**config.mk**
```make
export PLATFORM = sky130hd
export DESIGN_NAME = crf_filter_ts
export DESIGN_NICKNAME = d
export VERILOG_FILES = /design/src/crf_pkg.sv /design/src/crf_filter_ts.sv
export SDC_FILE = /design/constraint.sdc
export NUM_CORES = 2
export LEC_CHECK = 0
export BUFFER_PORTS_ARGS = -buffer_cell sky130_fd_sc_hd__buf_2
export CAP_MARGIN = 0
export CORE_ASPECT_RATIO = 1.1
export CORE_MARGIN = 2
export CORE_UTILIZATION = 40
export DETAILED_ROUTE_END_ITERATION = 10
export GPL_TIMING_DRIVEN = 0
export HOLD_SLACK_MARGIN = 0.15
export SLEW_MARGIN = 30
export SYNTH_ARGS = -nofsm -noshare
export SYNTH_HDL_FRONTEND = slang
export SYNTH_SLANG_ARGS = --single-unit
```
**constraint.sdc**
```tcl
create_clock -name clk_sys -period 67.3 [get_ports clk_sys]
set_clock_uncertainty 0.2 [all_clocks]
set_input_delay 6.73 -clock clk_sys [delete_from_list [all_inputs] [get_ports clk_sys]]
set_output_delay 6.73 -clock clk_sys [all_outputs]
set_load 0.01 [all_outputs]
```
**src/crf_pkg.sv**
```systemverilog
// package for the receive filter and timestamp block
package crf_pkg;
    // register byte offsets (10-bit address space)
    localparam logic [9:0] CRF_GCFG_LOW_OFS = 10'h000;
    localparam logic [9:0] CRF_GCFG_HIGH_OFS = 10'h004;
    localparam logic [9:0] CRF_CF_CFG_OFS = 10'h008;
    localparam logic [9:0] CRF_RULE_CFG_OFS = 10'h00C;
    localparam logic [9:0] CRF_TS_OFS = 10'h010;
    localparam logic [9:0] CRF_STAT_OFS = 10'h014;
    // rule table: 0x100 + rule*16 + word*4
    localparam logic [1:0] CRF_TBL_SEL = 2'h1;
    localparam logic [1:0] CRF_W_ID = 2'h0;
    localparam logic [1:0] CRF_W_MASK = 2'h1;
    localparam logic [1:0] CRF_W_P0 = 2'h2;
    localparam logic [1:0] CRF_W_P1 = 2'h3;
    // global_cfg_low fields
    localparam int CRF_B_DCE = 0;
    localparam int CRF_B_DRE = 1;
    localparam int CRF_B_MME = 2;
    localparam int CRF_B_TSSEL = 3;
    localparam int CRF_B_RESEXC = 4;
    localparam int CRF_B_CAPLO = 5;
    // common_fifo_cfg_low fields
    localparam int CRF_B_ISS = 0;
    localparam int CRF_B_X10 = 1;
    // rule word fields
    localparam int CRF_B_LB = 29;
    localparam int CRF_B_RTR = 30;
    localparam int CRF_B_IDE = 31;
    localparam int CRF_B_LBL2 = 16;
    localparam int CRF_B_DLC = 20;
    localparam int CRF_B_RXEN = 24;
    localparam int CRF_B_RXNUM = 25;
    // sizes and reset values
    localparam int CRF_NRULES = 16;
    localparam logic [4:0] CRF_RULE_MAX = 5'h10;
    localparam logic [31:0] CRF_CFG_RST = 32'h0000_0000;
    localparam logic [15:0] CRF_PRESC_RST = 16'h0001;
    localparam logic [3:0] CRF_X10_LAST = 4'h9;
    localparam logic [31:0] CRF_UNMAPPED = 32'h0000_0000;
    // capture point choices
    localparam logic [1:0] CRF_CAP_SOF = 2'h0;
    localparam logic [1:0] CRF_CAP_VALID = 2'h1;
    localparam logic [1:0] CRF_CAP_RES = 2'h2;

    // frame presented by the protocol engine at frame valid
    typedef struct packed {
        logic [28:0] id;
        logic ide;
        logic rtr;
        logic rrs;
        logic fd;
        logic [3:0] dlc;
        logic self_tx;
    } crf_frame_t;

    // store request towards buffers and FIFOs
    typedef struct packed {
        logic rxbuf_en;
        logic [3:0] rxbuf_num;
        logic rfifo0;
        logic rfifo1;
        logic cfifo;
        logic [15:0] ts;
        logic [15:0] label16;
        logic [1:0] label2;
        logic [3:0] dlc;
        logic zero_fill;
    } crf_store_t;

    typedef enum logic {CRF_IDLE, CRF_SCAN} crf_state_t;
endpackage

```
**src/crf_filter_ts.sv**
```systemverilog
// receive acceptance filter, timestamp counter and interval prescaler
//
// Added by the designer: the address map and the strobed register port.
`timescale 1ns/1ps
module crf_filter_ts
    import crf_pkg::*;
(
    // clock and reset
    input wire logic clk_sys,
    input wire logic rst_b,
    // register port
    input wire logic [9:0] reg_addr,
    input wire logic [31:0] reg_wdata,
    input wire logic reg_wr,
    input wire logic reg_rd,
    output logic [31:0] reg_rdata,
    // mode and channel status
    input wire logic global_reset_mode,
    input wire logic chan_halted,
    input wire logic classical_only,
    input wire logic nom_bit_tick,
    // protocol engine events
    input wire logic frm_sof,
    input wire logic frm_res_pt,
    input wire logic frm_valid,
    input wire crf_frame_t frm_info,
    input wire logic res_recessive,
    input wire logic tx_done,
    // results
    output crf_store_t store_info,
    output logic store_valid,
    output logic dlc_err,
    output logic discard,
    output logic hist_wr,
    output logic [15:0] hist_ts,
    output logic proto_exc,
    output logic form_err,
    output logic err_frame_req,
    output logic interval_tick,
    output logic [15:0] ts_count
);
    logic rst_s1_q;
    logic rst_sync_b;
    logic [31:0] global_cfg_low_q;
    logic [15:0] interval_prescale_q;
    logic [1:0] common_fifo_cfg_low_q;
    logic [4:0] rule_count_q;
    logic [31:0] rule_id_q [CRF_NRULES];
    logic [31:0] rule_mask_q [CRF_NRULES];
    logic [31:0] rule_p0_q [CRF_NRULES];
    logic [31:0] rule_p1_q [CRF_NRULES];
    logic [15:0] ts_q;
    logic [15:0] ts_cap_q;
    logic [15:0] ivl_cnt_q;
    logic [3:0] x10_cnt_q;
    logic presc_tick;
    crf_state_t state_q;
    crf_frame_t frm_q;
    logic [15:0] frm_ts_q;
    logic [3:0] idx_q;
    logic hit;
    logic lb_ok;
    logic [31:0] cmp_mask;
    logic [31:0] frm_word;
    logic rtr_eff;
    logic dlc_short;
    logic cap_now;
    logic accept;
    logic [1:0] cap_sel;
    logic [31:0] p0;
    logic [31:0] p1;
    logic [2:0] fifo_sel;
    logic [2:0] fifo_keep;
    logic tbl_hit;
    logic [3:0] tbl_idx;

    // two-stage reset release
    always_ff @(posedge clk_sys or negedge rst_b) begin
        if (!rst_b) begin
            rst_s1_q <= 1'b0;
            rst_sync_b <= 1'b0;
        end else begin
            rst_s1_q <= 1'b1;
            rst_sync_b <= rst_s1_q;
        end
    end

    assign tbl_hit = (reg_addr[9:8] == CRF_TBL_SEL);
    assign tbl_idx = reg_addr[7:4];
    assign cap_sel = global_cfg_low_q[CRF_B_CAPLO+1:CRF_B_CAPLO];

    // global configuration, writes only land in global reset mode
    // writes gated by reset
    always_ff @(posedge clk_sys or negedge rst_sync_b) begin
        if (!rst_sync_b) begin
            global_cfg_low_q <= CRF_CFG_RST;
            interval_prescale_q <= CRF_PRESC_RST;
            common_fifo_cfg_low_q <= 2'h0;
        end else if (reg_wr && global_reset_mode) begin
            if (reg_addr == CRF_GCFG_LOW_OFS) begin
                global_cfg_low_q <= reg_wdata;
            end
            if (reg_addr == CRF_GCFG_HIGH_OFS) begin
                interval_prescale_q <= reg_wdata[15:0];
            end
            if (reg_addr == CRF_CF_CFG_OFS) begin
                common_fifo_cfg_low_q <= reg_wdata[1:0];
            end
        end
    end

    // rule count, clamped so the scan never leaves the table
    // count capped
    always_ff @(posedge clk_sys or negedge rst_sync_b) begin
        if (!rst_sync_b) begin
            rule_count_q <= 5'h00;
        end else if (reg_wr && global_reset_mode && reg_addr == CRF_RULE_CFG_OFS) begin
            rule_count_q <= (reg_wdata[4:0] > CRF_RULE_MAX) ? CRF_RULE_MAX : reg_wdata[4:0];
        end
    end

    // rule table entries, one writer per entry
    for (genvar g = 0; g < CRF_NRULES; g++) begin : g_rule
        always_ff @(posedge clk_sys or negedge rst_sync_b) begin
            if (!rst_sync_b) begin
                rule_id_q[g] <= CRF_CFG_RST;
                rule_mask_q[g] <= CRF_CFG_RST;
                rule_p0_q[g] <= CRF_CFG_RST;
                rule_p1_q[g] <= CRF_CFG_RST;
            end else if (reg_wr && tbl_hit && tbl_idx == 4'(g)) begin
                unique case (reg_addr[3:2])
                    CRF_W_ID: rule_id_q[g] <= reg_wdata;
                    CRF_W_MASK: rule_mask_q[g] <= reg_wdata;
                    CRF_W_P0: rule_p0_q[g] <= reg_wdata;
                    CRF_W_P1: rule_p1_q[g] <= reg_wdata;
                endcase
            end
        end
    end

    // read data, valid the cycle after the strobe only
    always_ff @(posedge clk_sys or negedge rst_sync_b) begin
        if (!rst_sync_b) begin
            reg_rdata <= CRF_UNMAPPED;
        end else if (!reg_rd) begin
            reg_rdata <= CRF_UNMAPPED;
        end else if (tbl_hit) begin
            unique case (reg_addr[3:2])
                CRF_W_ID: reg_rdata <= rule_id_q[tbl_idx];
                CRF_W_MASK: reg_rdata <= rule_mask_q[tbl_idx];
                CRF_W_P0: reg_rdata <= rule_p0_q[tbl_idx];
                CRF_W_P1: reg_rdata <= rule_p1_q[tbl_idx];
            endcase
        end else begin
            unique case (reg_addr)
                CRF_GCFG_LOW_OFS: reg_rdata <= global_cfg_low_q;
                CRF_GCFG_HIGH_OFS: reg_rdata <= {16'h0000, interval_prescale_q};
                CRF_CF_CFG_OFS: reg_rdata <= {30'h0, common_fifo_cfg_low_q};
                CRF_RULE_CFG_OFS: reg_rdata <= {27'h0, rule_count_q};
                CRF_TS_OFS: reg_rdata <= {16'h0000, ts_q};
                CRF_STAT_OFS: reg_rdata <= {27'h0, idx_q, state_q == CRF_SCAN};
                default: reg_rdata <= CRF_UNMAPPED;
            endcase
        end
    end

    // timestamp counter; bit-clock mode only counts while the channel runs
    // counter
    always_ff @(posedge clk_sys or negedge rst_sync_b) begin
        if (!rst_sync_b) begin
            ts_q <= 16'h0000;
        end else if (!global_cfg_low_q[CRF_B_TSSEL]) begin
            ts_q <= ts_q + 16'h0001;
        end else if (nom_bit_tick && classical_only && !chan_halted) begin
            ts_q <= ts_q + 16'h0001;
        end
    end
    assign ts_count = ts_q;

    // capture point select; classical frames get RES pulse at SOF from engine
    // capture select
    always_comb begin
        unique case (cap_sel)
            CRF_CAP_SOF: cap_now = frm_sof;
            CRF_CAP_VALID: cap_now = frm_valid;
            CRF_CAP_RES: cap_now = frm_res_pt;
            default: cap_now = frm_sof;
        endcase
    end

    always_ff @(posedge clk_sys or negedge rst_sync_b) begin
        if (!rst_sync_b) begin
            ts_cap_q <= 16'h0000;
        end else if (cap_now) begin
            ts_cap_q <= ts_q;
        end
    end

    // history stamp for own transmitted frames
    // transmit stamp
    always_ff @(posedge clk_sys or negedge rst_sync_b) begin
        if (!rst_sync_b) begin
            hist_wr <= 1'b0;
            hist_ts <= 16'h0000;
        end else begin
            hist_wr <= tx_done;
            if (tx_done) begin
                hist_ts <= ts_cap_q;
            end
        end
    end

    // RES bit handling for FD frames
    always_ff @(posedge clk_sys or negedge rst_sync_b) begin
        if (!rst_sync_b) begin
            proto_exc <= 1'b0;
            form_err <= 1'b0;
            err_frame_req <= 1'b0;
        end else begin
            proto_exc <= res_recessive && frm_info.fd && global_cfg_low_q[CRF_B_RESEXC];
            form_err <= res_recessive && frm_info.fd && !global_cfg_low_q[CRF_B_RESEXC];
            err_frame_req <= res_recessive && frm_info.fd && !global_cfg_low_q[CRF_B_RESEXC];
        end
    end

    // interval prescaler; a zero prescale simply stalls the tick
    // prescale divider
    always_ff @(posedge clk_sys or negedge rst_sync_b) begin
        if (!rst_sync_b) begin
            ivl_cnt_q <= 16'h0000;
        end else if (common_fifo_cfg_low_q[CRF_B_ISS] || interval_prescale_q == 16'h0000) begin
            ivl_cnt_q <= 16'h0000;
        end else if (presc_tick) begin
            ivl_cnt_q <= 16'h0000;
        end else begin
            ivl_cnt_q <= ivl_cnt_q + 16'h0001;
        end
    end
    assign presc_tick = !common_fifo_cfg_low_q[CRF_B_ISS] && interval_prescale_q != 16'h0000
        && ivl_cnt_q == interval_prescale_q - 16'h0001;

    // optional extra divide by ten
    always_ff @(posedge clk_sys or negedge rst_sync_b) begin
        if (!rst_sync_b) begin
            x10_cnt_q <= 4'h0;
            interval_tick <= 1'b0;
        end else if (!common_fifo_cfg_low_q[CRF_B_X10]) begin
            x10_cnt_q <= 4'h0;
            interval_tick <= presc_tick;
        end else begin
            interval_tick <= presc_tick && x10_cnt_q == CRF_X10_LAST;
            if (presc_tick) begin
                x10_cnt_q <= (x10_cnt_q == CRF_X10_LAST) ? 4'h0 : x10_cnt_q + 4'h1;
            end
        end
    end

    // compare of the scanned rule against the latched frame
    // no format field
    always_comb begin
        rtr_eff = frm_q.fd ? frm_q.rrs : frm_q.rtr;
        frm_word = {frm_q.ide, rtr_eff, 1'b0, frm_q.id};
        cmp_mask = {rule_mask_q[idx_q][31:30], 1'b0, rule_mask_q[idx_q][28:0]};
        lb_ok = frm_q.self_tx ? (global_cfg_low_q[CRF_B_MME] && rule_id_q[idx_q][CRF_B_LB])
            : !rule_id_q[idx_q][CRF_B_LB];
        hit = lb_ok && (((frm_word ^ rule_id_q[idx_q]) & cmp_mask) == 32'h0000_0000);
    end

    assign p0 = rule_p0_q[idx_q];
    assign p1 = rule_p1_q[idx_q];
    assign dlc_short = global_cfg_low_q[CRF_B_DCE] && (frm_q.dlc < p0[CRF_B_DLC+3:CRF_B_DLC]);
    // own frames with mirror off are never presented to the rules
    assign accept = frm_valid && (!frm_info.self_tx || global_cfg_low_q[CRF_B_MME]);

    // rxbuf is one number, so two FIFOs only without it
    always_comb begin
        fifo_sel = {p1[2], p1[1], p1[0]};
        fifo_keep = 3'h0;
        if (p0[CRF_B_RXEN]) begin
            fifo_keep[0] = fifo_sel[0];
            fifo_keep[1] = fifo_sel[1] && !fifo_sel[0];
            fifo_keep[2] = fifo_sel[2] && fifo_sel[1:0] == 2'h0;
        end else begin
            fifo_keep[0] = fifo_sel[0];
            fifo_keep[1] = fifo_sel[1];
            fifo_keep[2] = fifo_sel[2] && !(fifo_sel[0] && fifo_sel[1]);
        end
    end

    // scan sequencer, one rule per cycle, frames arriving during a scan are dropped
    // ascending first hit
    always_ff @(posedge clk_sys or negedge rst_sync_b) begin
        if (!rst_sync_b) begin
            state_q <= CRF_IDLE;
            idx_q <= 4'h0;
            frm_q <= '0;
            frm_ts_q <= 16'h0000;
        end else begin
            unique case (state_q)
                CRF_IDLE: begin
                    if (accept && rule_count_q != 5'h00) begin
                        state_q <= CRF_SCAN;
                        idx_q <= 4'h0;
                        frm_q <= frm_info;
                        frm_ts_q <= (cap_sel == CRF_CAP_VALID) ? ts_q : ts_cap_q;
                    end
                end
                CRF_SCAN: begin
                    if (hit || {1'b0, idx_q} == rule_count_q - 5'h01) begin
                        state_q <= CRF_IDLE;
                    end else begin
                        idx_q <= idx_q + 4'h1;
                    end
                end
            endcase
        end
    end

    // outcome of a scan: store, dlc error or discard
    always_ff @(posedge clk_sys or negedge rst_sync_b) begin
        if (!rst_sync_b) begin
            store_valid <= 1'b0;
            dlc_err <= 1'b0;
            discard <= 1'b0;
            store_info <= '0;
        end else begin
            store_valid <= 1'b0;
            dlc_err <= 1'b0;
            discard <= (accept && rule_count_q == 5'h00 && state_q == CRF_IDLE)
                || (state_q == CRF_SCAN && !hit && {1'b0, idx_q} == rule_count_q - 5'h01);
            if (state_q == CRF_SCAN && hit) begin
                store_valid <= !dlc_short;
                dlc_err <= dlc_short;
                store_info.rxbuf_en <= p0[CRF_B_RXEN];
                store_info.rxbuf_num <= p0[CRF_B_RXNUM+3:CRF_B_RXNUM];
                store_info.rfifo0 <= fifo_keep[0];
                store_info.rfifo1 <= fifo_keep[1];
                store_info.cfifo <= fifo_keep[2];
                store_info.ts <= frm_ts_q;
                store_info.label16 <= p0[15:0];
                store_info.label2 <= p0[CRF_B_LBL2+1:CRF_B_LBL2];
                store_info.dlc <= (global_cfg_low_q[CRF_B_DCE] && global_cfg_low_q[CRF_B_DRE])
                    ? p0[CRF_B_DLC+3:CRF_B_DLC] : frm_q.dlc;
                store_info.zero_fill <= global_cfg_low_q[CRF_B_DCE] && global_cfg_low_q[CRF_B_DRE];
            end
        end
    end

    // checks on the block's own behaviour
    AST_TS_INC: assert property (@(posedge clk_sys) disable iff (!rst_sync_b)
        !global_cfg_low_q[CRF_B_TSSEL] && !$past(global_cfg_low_q[CRF_B_TSSEL]) && $past(rst_sync_b)
        |-> ts_q == $past(ts_q) + 16'h0001)
        else $error("timestamp did not advance");
    AST_TS_WRAP: assert property (@(posedge clk_sys) disable iff (!rst_sync_b)
        ts_q == 16'hFFFF && !global_cfg_low_q[CRF_B_TSSEL] && !reg_wr |=> ts_q == 16'h0000)
        else $error("timestamp did not wrap");
    AST_TS_HALT: assert property (@(posedge clk_sys) disable iff (!rst_sync_b)
        global_cfg_low_q[CRF_B_TSSEL] && chan_halted && !reg_wr |=> $stable(ts_q))
        else $error("timestamp ran while halted");
    AST_RES_EXC: assert property (@(posedge clk_sys) disable iff (!rst_sync_b)
        res_recessive && frm_info.fd && global_cfg_low_q[CRF_B_RESEXC] |=> proto_exc && !form_err)
        else $error("RES exception missed");
    AST_RES_FORM: assert property (@(posedge clk_sys) disable iff (!rst_sync_b)
        res_recessive && frm_info.fd && !global_cfg_low_q[CRF_B_RESEXC] |=> form_err && err_frame_req)
        else $error("RES form error missed");
    AST_SCAN_END: assert property (@(posedge clk_sys) disable iff (!rst_sync_b)
        state_q == CRF_IDLE && accept |-> ##[1:17] (store_valid || dlc_err || discard))
        else $error("scan did not finish");
    AST_DEST_TWO: assert property (@(posedge clk_sys) disable iff (!rst_sync_b)
        store_valid |-> $countones({store_info.rxbuf_en, store_info.rfifo0, store_info.rfifo1,
        store_info.cfifo}) <= 2)
        else $error("more than two destinations");
    AST_DLC_ERR: assert property (@(posedge clk_sys) disable iff (!rst_sync_b)
        dlc_err |-> !store_valid && !discard)
        else $error("short frame stored");
    AST_COUNT_MAX: assert property (@(posedge clk_sys) disable iff (!rst_sync_b)
        rule_count_q <= CRF_RULE_MAX)
        else $error("rule count above table size");
    AST_HIST_TS: assert property (@(posedge clk_sys) disable iff (!rst_sync_b)
        tx_done |=> hist_wr && hist_ts == $past(ts_cap_q))
        else $error("history stamp wrong");
endmodule

```
# After elaboration in Yosys (flattened, before gate mapping)
# Cells that the tools add are included.
dict set report totals {
  out_inout_bits 119
  regBits 2318
  wordCells 335
  in_bits 93
}
dict set report classes {
  mux 51
  add_sub_neg 6
  reduce_logical 133
  n_lt_le_gt_ge 4
  n_eq_ne 33
  n_bitwise 5
}
# operator n
set ops {}
lappend ops {{$bmux W32 S4} 8}
lappend ops {{$mux W32} 14}
lappend ops {{$pmux W32 S6} 1}
lappend ops {{$reduce_and A2 Y1} 69}
lappend ops {{$pmux W32 S4} 1}
lappend ops {{$mux W16} 5}
lappend ops {{$mux W29} 2}
lappend ops {{$logic_and A1 B1 Y1} 42}
lappend ops {{$eq A4 B4 Y1 const B} 9}
lappend ops {{$add A16 B1 Y16 const B} 2}
lappend ops {{$and A32 B32 Y32} 1}
lappend ops {{$logic_not A32 Y1} 1}
lappend ops {{$xor A32 B32 Y32} 1}
lappend ops {{$mux W4} 6}
lappend ops {{$eq A10 B4 Y1 const B} 2}
lappend ops {{$eq A10 B5 Y1 const B} 2}
lappend ops {{$eq A16 B16 Y1} 1}
lappend ops {{$eq A4 B3 Y1 const B} 4}
lappend ops {{$logic_not A16 Y1} 1}
lappend ops {{$reduce_bool A16 Y1} 1}
lappend ops {{$sub A16 B1 Y16 const B} 1}
lappend ops {{$eq A10 B3 Y1 const B} 1}
lappend ops {{$ge A5 B5 Y1 const B} 2}
lappend ops {{$logic_not A10 Y1} 1}
lappend ops {{24 further kinds} 54}

# Depth between registers and ports, before layout
dict set report logic_depth {
  depth_word 12
  mapped_depth 17
  depth_no_buf 12
}

# Least setup slack after synthesis
# No wires, ideal clock.
dict set report synth_path {
  kind {input to register}
  startpoint {input port reg_addr[4]}
  endpoint {register reg_rdata[16]}
  required_time_ns 66.968
  path_stages 9
  path_buffers 4
  slack_ns 57.342
  setup_ns 0.132
  t_arrival_ns 9.627
  cell_sequence {clkbuf_1 clkbuf_1 buf_2 buf_1 mux4_2 mux4_2 mux4_2 a22oi_1 nor2_1}
}
dict set report synth_via {
  elab_chain_cells 7
  elab_cells_between_ends 23
  cone_classes {5 x eq/ne; 16 x mux; 1 x bitwise; 1 x reduce/logical}
}
# element line
set synth_lines {}
lappend synth_lines {{start: declaration} crf_filter_ts.sv:12} ;# input wire logic [9:0] reg_addr,
lappend synth_lines {{$not A4 Y5 (not written as such)} --}
lappend synth_lines {{$bmux W32 S4, on equally long branches} --}
lappend synth_lines {{$mux W32, on equally long branches (2 in a row)} --}
lappend synth_lines {{$pmux W32 S4} crf_filter_ts.sv:148} ;# unique case (reg_addr[3:2])
lappend synth_lines {{$mux W32 *} crf_filter_ts.sv:147} ;# end else if (tbl_hit) begin
lappend synth_lines {{$mux W32 *} crf_filter_ts.sv:145} ;# end else if (!reg_rd) begin
lappend synth_lines {{end signal: assignment} crf_filter_ts.sv:149} ;# CRF_W_ID: reg_rdata <= rule_id_q[tbl_idx];
lappend synth_lines {{end signal: assignment} crf_filter_ts.sv:150} ;# CRF_W_MASK: reg_rdata <= rule_mask_q[tbl_idx];
lappend synth_lines {{end signal: assignment} crf_filter_ts.sv:152} ;# CRF_W_P1: reg_rdata <= rule_p1_q[tbl_idx];
lappend synth_lines {{end: declaration} crf_filter_ts.sv:16} ;# output logic [31:0] reg_rdata,
# Every way passes the cells marked *; elsewhere a longest branch is shown, timed or not. The select of a mux whose other input is x is not followed.
# A chain may end at the register's enable or synchronous reset.

# Worst setup path after layout
dict set report layout_path {
  startpoint {input port reg_addr[4]}
  endpoint {register reg_rdata[4]}
}
# The elaborated chain is that of the path after synthesis.

==> impl_results.md <==
* Register-to-register path setup slack at 58.86 ns
* Post-synthesis async set-or-reset flop share at 100%
* Compound-gate portion of the synthesized area at 1.60%
* CP max FO at 10
* WHS Endpoint: rst_sync_b
* Grt ovf at 0
* Fill count at between 20,000 and 30,000
* CTS Buffer Depth at 4
* Pwr/cell area at 31.7 nW/µm²
* Met2 usage in global routing at between 50% and 60%
* Post-CTS Setup Repair Bufs at 0
* Adder and majority cell fraction of the synthesized area at 0.129%
* # rows at 207
* Hold Slack at 0.149 ns
* Simple-Gate Fraction of Synth Area at 1.85%
* Clk pin slew, worst setup/hold paths at around 0.06 ns
* Leading area contributor after synthesis: dfrtp_1
* Peak supply drop at 25.2 µV
* RR Endpoint: store_info[44]
* Fraction of layout cells with a size suffix above 1 at 55.3%
* Internal power at about 2.7 mW
* Nets at slightly above 8,000
* Starting Density at 40.2%
* Total number of vias at 82,000
* Initial DRC Count at 11,000
* Wire length per cell at 49.1 µm
* Clock Sinks at 2,318
* Status: completed
* Mux share of post-synthesis cell area at between 40% and 50%
* GRT met3 Usage at 14.7%
* Vias/cell at between 6 and 7
* Final hold violation count at 0
* CTS Buf Count at 271
* Worst EP arrival at 11.74 ns
* DRC Markers at 0
* Die area at approximately 290,000 µm²
* Post-Syn Area per Cell at 15.7 µm²
* Overall power at 4.33 mW
* Synthesized cell area at 116,000 µm²
* Vias in the first global route at 81,200
* Cells after Synth at 7,383
* Reg2reg path depth at 15
* Setup violators final at 0
* Detail Placement HPWL at 434 mm
* Number of synthesized flops with an enable pin at 0
* Largest family of logic cells by synthesized area: multiplexers
* Chip width at 518 µm
* Reg2reg start: idx_q[2]
* Register area share after synthesis at 50.0%
* Finished Core Util at a little under half
* RSZ-0062 raised after global routing: false
* Most used DFF post-synth: dfrtp_1
* Placement Setup Slack at roughly 55 ns
* WP data required at between 60 and 70 ns
* Max frequency at between 0.08 and 0.09 GHz
* Synth warn at 0
* Net Sw Power at approximately 1.6 mW
* Die height at between 500 and 600 µm
* TritonCTS clock tree: built
* WS Path Type: input pin to flop
* Max-cap violations at 0
* I/O Pins at approximately 210
* Met1 GRT Util at 47.4%
* Post-route antenna net violation count at 0
* Drt pass-1 iters at 8
* Max Transition Viols Final at 0
* CTS H-tree lvls at 5
* Hold crit path type: flop to flop
* Slew HR at 19.4%
* Power share of the combinational group at about 28%
* Final Cycle Share at 16.6%
* Area Overhead vs Synth at 17.6%
* Area contributors post-synth: dfrtp_1 50%, mux2_2 21%, mux4_2 19%, clkbuf_1 1.5%, xor2_1 1.2%
* #FFs+latches synth at 2,318
* Post-Synth XOR/XNOR Area at under 10%
* GP Congestion at around 1.1
* Yosys cell types at 82
* P_leak at 63.0 nW
* Clk root buf: clkbuf_16
* Net Sw Frac at between 30% and 40%
* Port Buffer Count at 175
* Routed WL at 596 mm
* Hold path depth at 0
* CP endpoint kind: flop
* Sum of negative setup slack at 0 ns
* Period minus WS final at 11.19 ns
* CP Launch Type: input pin
* Clock latency on the worst-skew pair at between 0.9 and 1 ns
* Placeable Area at 289,000 µm²
* Yosys top cell area share at 50.0%
* Final worst setup slack at 56.11 ns
* Post-Syn Nets at 7,488
* Initial antenna violation count at 84
* Share of power burned in registers at a little over a third
* Clk network pwr share at 35.3%
* All-layer global routing usage at 40.1%
* Hold path startpoint: rst_s1_q
* Largest net degree at the start of global routing at 53
* Slew @ Worst Pin at 1.20 ns
* First-pass GRT wire length at 778 mm
* Global route hottest layer: met2
layout by cell type, fill, tap and decap left out, types with 119 or more instances in the layout:
cell / n
buf_2: 389
clkbuf_1: 312
clkbuf_16: 273
clkbuf_2: 207
dfrtp_1: 2316
mux2_2: 2209
mux2i_1: 119
mux4_2: 992
nand2_1: 125
nor2_1: 124
xor2_1: 156
worst max path at each step:
stage / slack [ns] / to / start / cells past startpoint
6_report: 56.11 / reg_rdata[4] / reg_addr[4] / 10
5_1_grt: 56.35 / reg_rdata[31] / reg_addr[4] / 9
2_1_floorplan: 29.58 / common_fifo_cfg_low_q[0] / rst_sync_b / 0
4_1_cts: 56.37 / reg_rdata[31] / reg_addr[4] / 9
3_5_place_dp: 55.40 / reg_rdata[31] / reg_addr[4] / 9
3_3_place_gp: 13.70 / rule_p1_q[456] / rst_sync_b / 0
cell families (layout without fill, tap and decap cells):
logic type      after synthesis  after routing
buf+inv                     775           1645
flops                      2318           2318
xor+xnor                    224            224
simple gates                453            453
compound gates              261            261
other cells                   1             36
fa+ha+maj                    12             12
mux                        3339           3339
timing repair:
action,CTS,global route
hold buffers,1,0
hold endpoints to repair,5,0
resized for setup,0,0
per-stage QoR:
step	std cells	instance area, µm²
4_1_cts	12100	136000
6_report	12200	136000
3_3_place_gp	11400	122000
3_5_place_dp	11600	127000
2_1_floorplan	7383	116000
5_1_grt	12100	136000
critical path, cell delays in order:
cell      delay (ns)
clkbuf_1        0.53
clkbuf_1        0.63
clkbuf_1        0.87
buf_2           0.59
buf_12          0.25
mux4_2          0.55
mux4_2          0.52
mux4_2          0.54
nand2_1         0.31
a31oi_1         0.15
cell usage after synthesis, drive strengths merged (16+ instances only):
cell type / instances
a21oi: 52
a221oi: 22
a222oi: 16
a22oi: 38
a31oi: 19
and3: 20
buf: 287
clkbuf: 463
dfrtp: 2317
inv: 24
mux2: 2227
mux2i: 120
mux4: 992
nand2: 127
nand3: 44
nor2: 147
nor3: 29
o21ai: 42
xnor2: 68
xor2: 156
layout make-up:
type,count,area (µm²),share of cell area [%]
sequential,2318,58000,42.5
multi-input combinational,4290,54900,40.3
clock buffer,397,7880,5.77
timing repair buffer,391,5880,4.31
tap,3866,4840,3.54
buffer,750,3680,2.70
clock inverter,82,1080,0.788
inverter,25,93.8,0.0687
antenna,35,87.6,0.0642
metal layers:
layer / routed length [µm] / vias to the layer above
met2: 252000 / 6027
met4: 63800 / 38
met5: 595 / -
li1: - / 29500
met3: 71100 / 1965
met1: 209000 / 44500
flip-flops by register name, summed over array words and instances, names as in the netlist, 32 cells and up:
| name | flops |
|---|---|
| rule_id_q | 512 |
| rule_mask_q | 512 |
| rule_p0_q | 512 |
| rule_p1_q | 512 |
| store_info | 47 |
| frm_q | 38 |
| global_cfg_low_q | 32 |
| reg_rdata | 32 |
power groups by stage:
stage / Clock [mW] / Combinational (mW) / Sequential (mW)
finish: 1.53 / 1.23 / 1.57
global route: 1.59 / 1.20 / 1.58
CTS: 1.53 / 1.16 / 1.57
detailed placement: 0 / 1.16 / 1.59
global placement: 0 / 1.08 / 1.62
floorplan: 0 / 0.519 / 1.59
(Power assumes the default switching activity.)
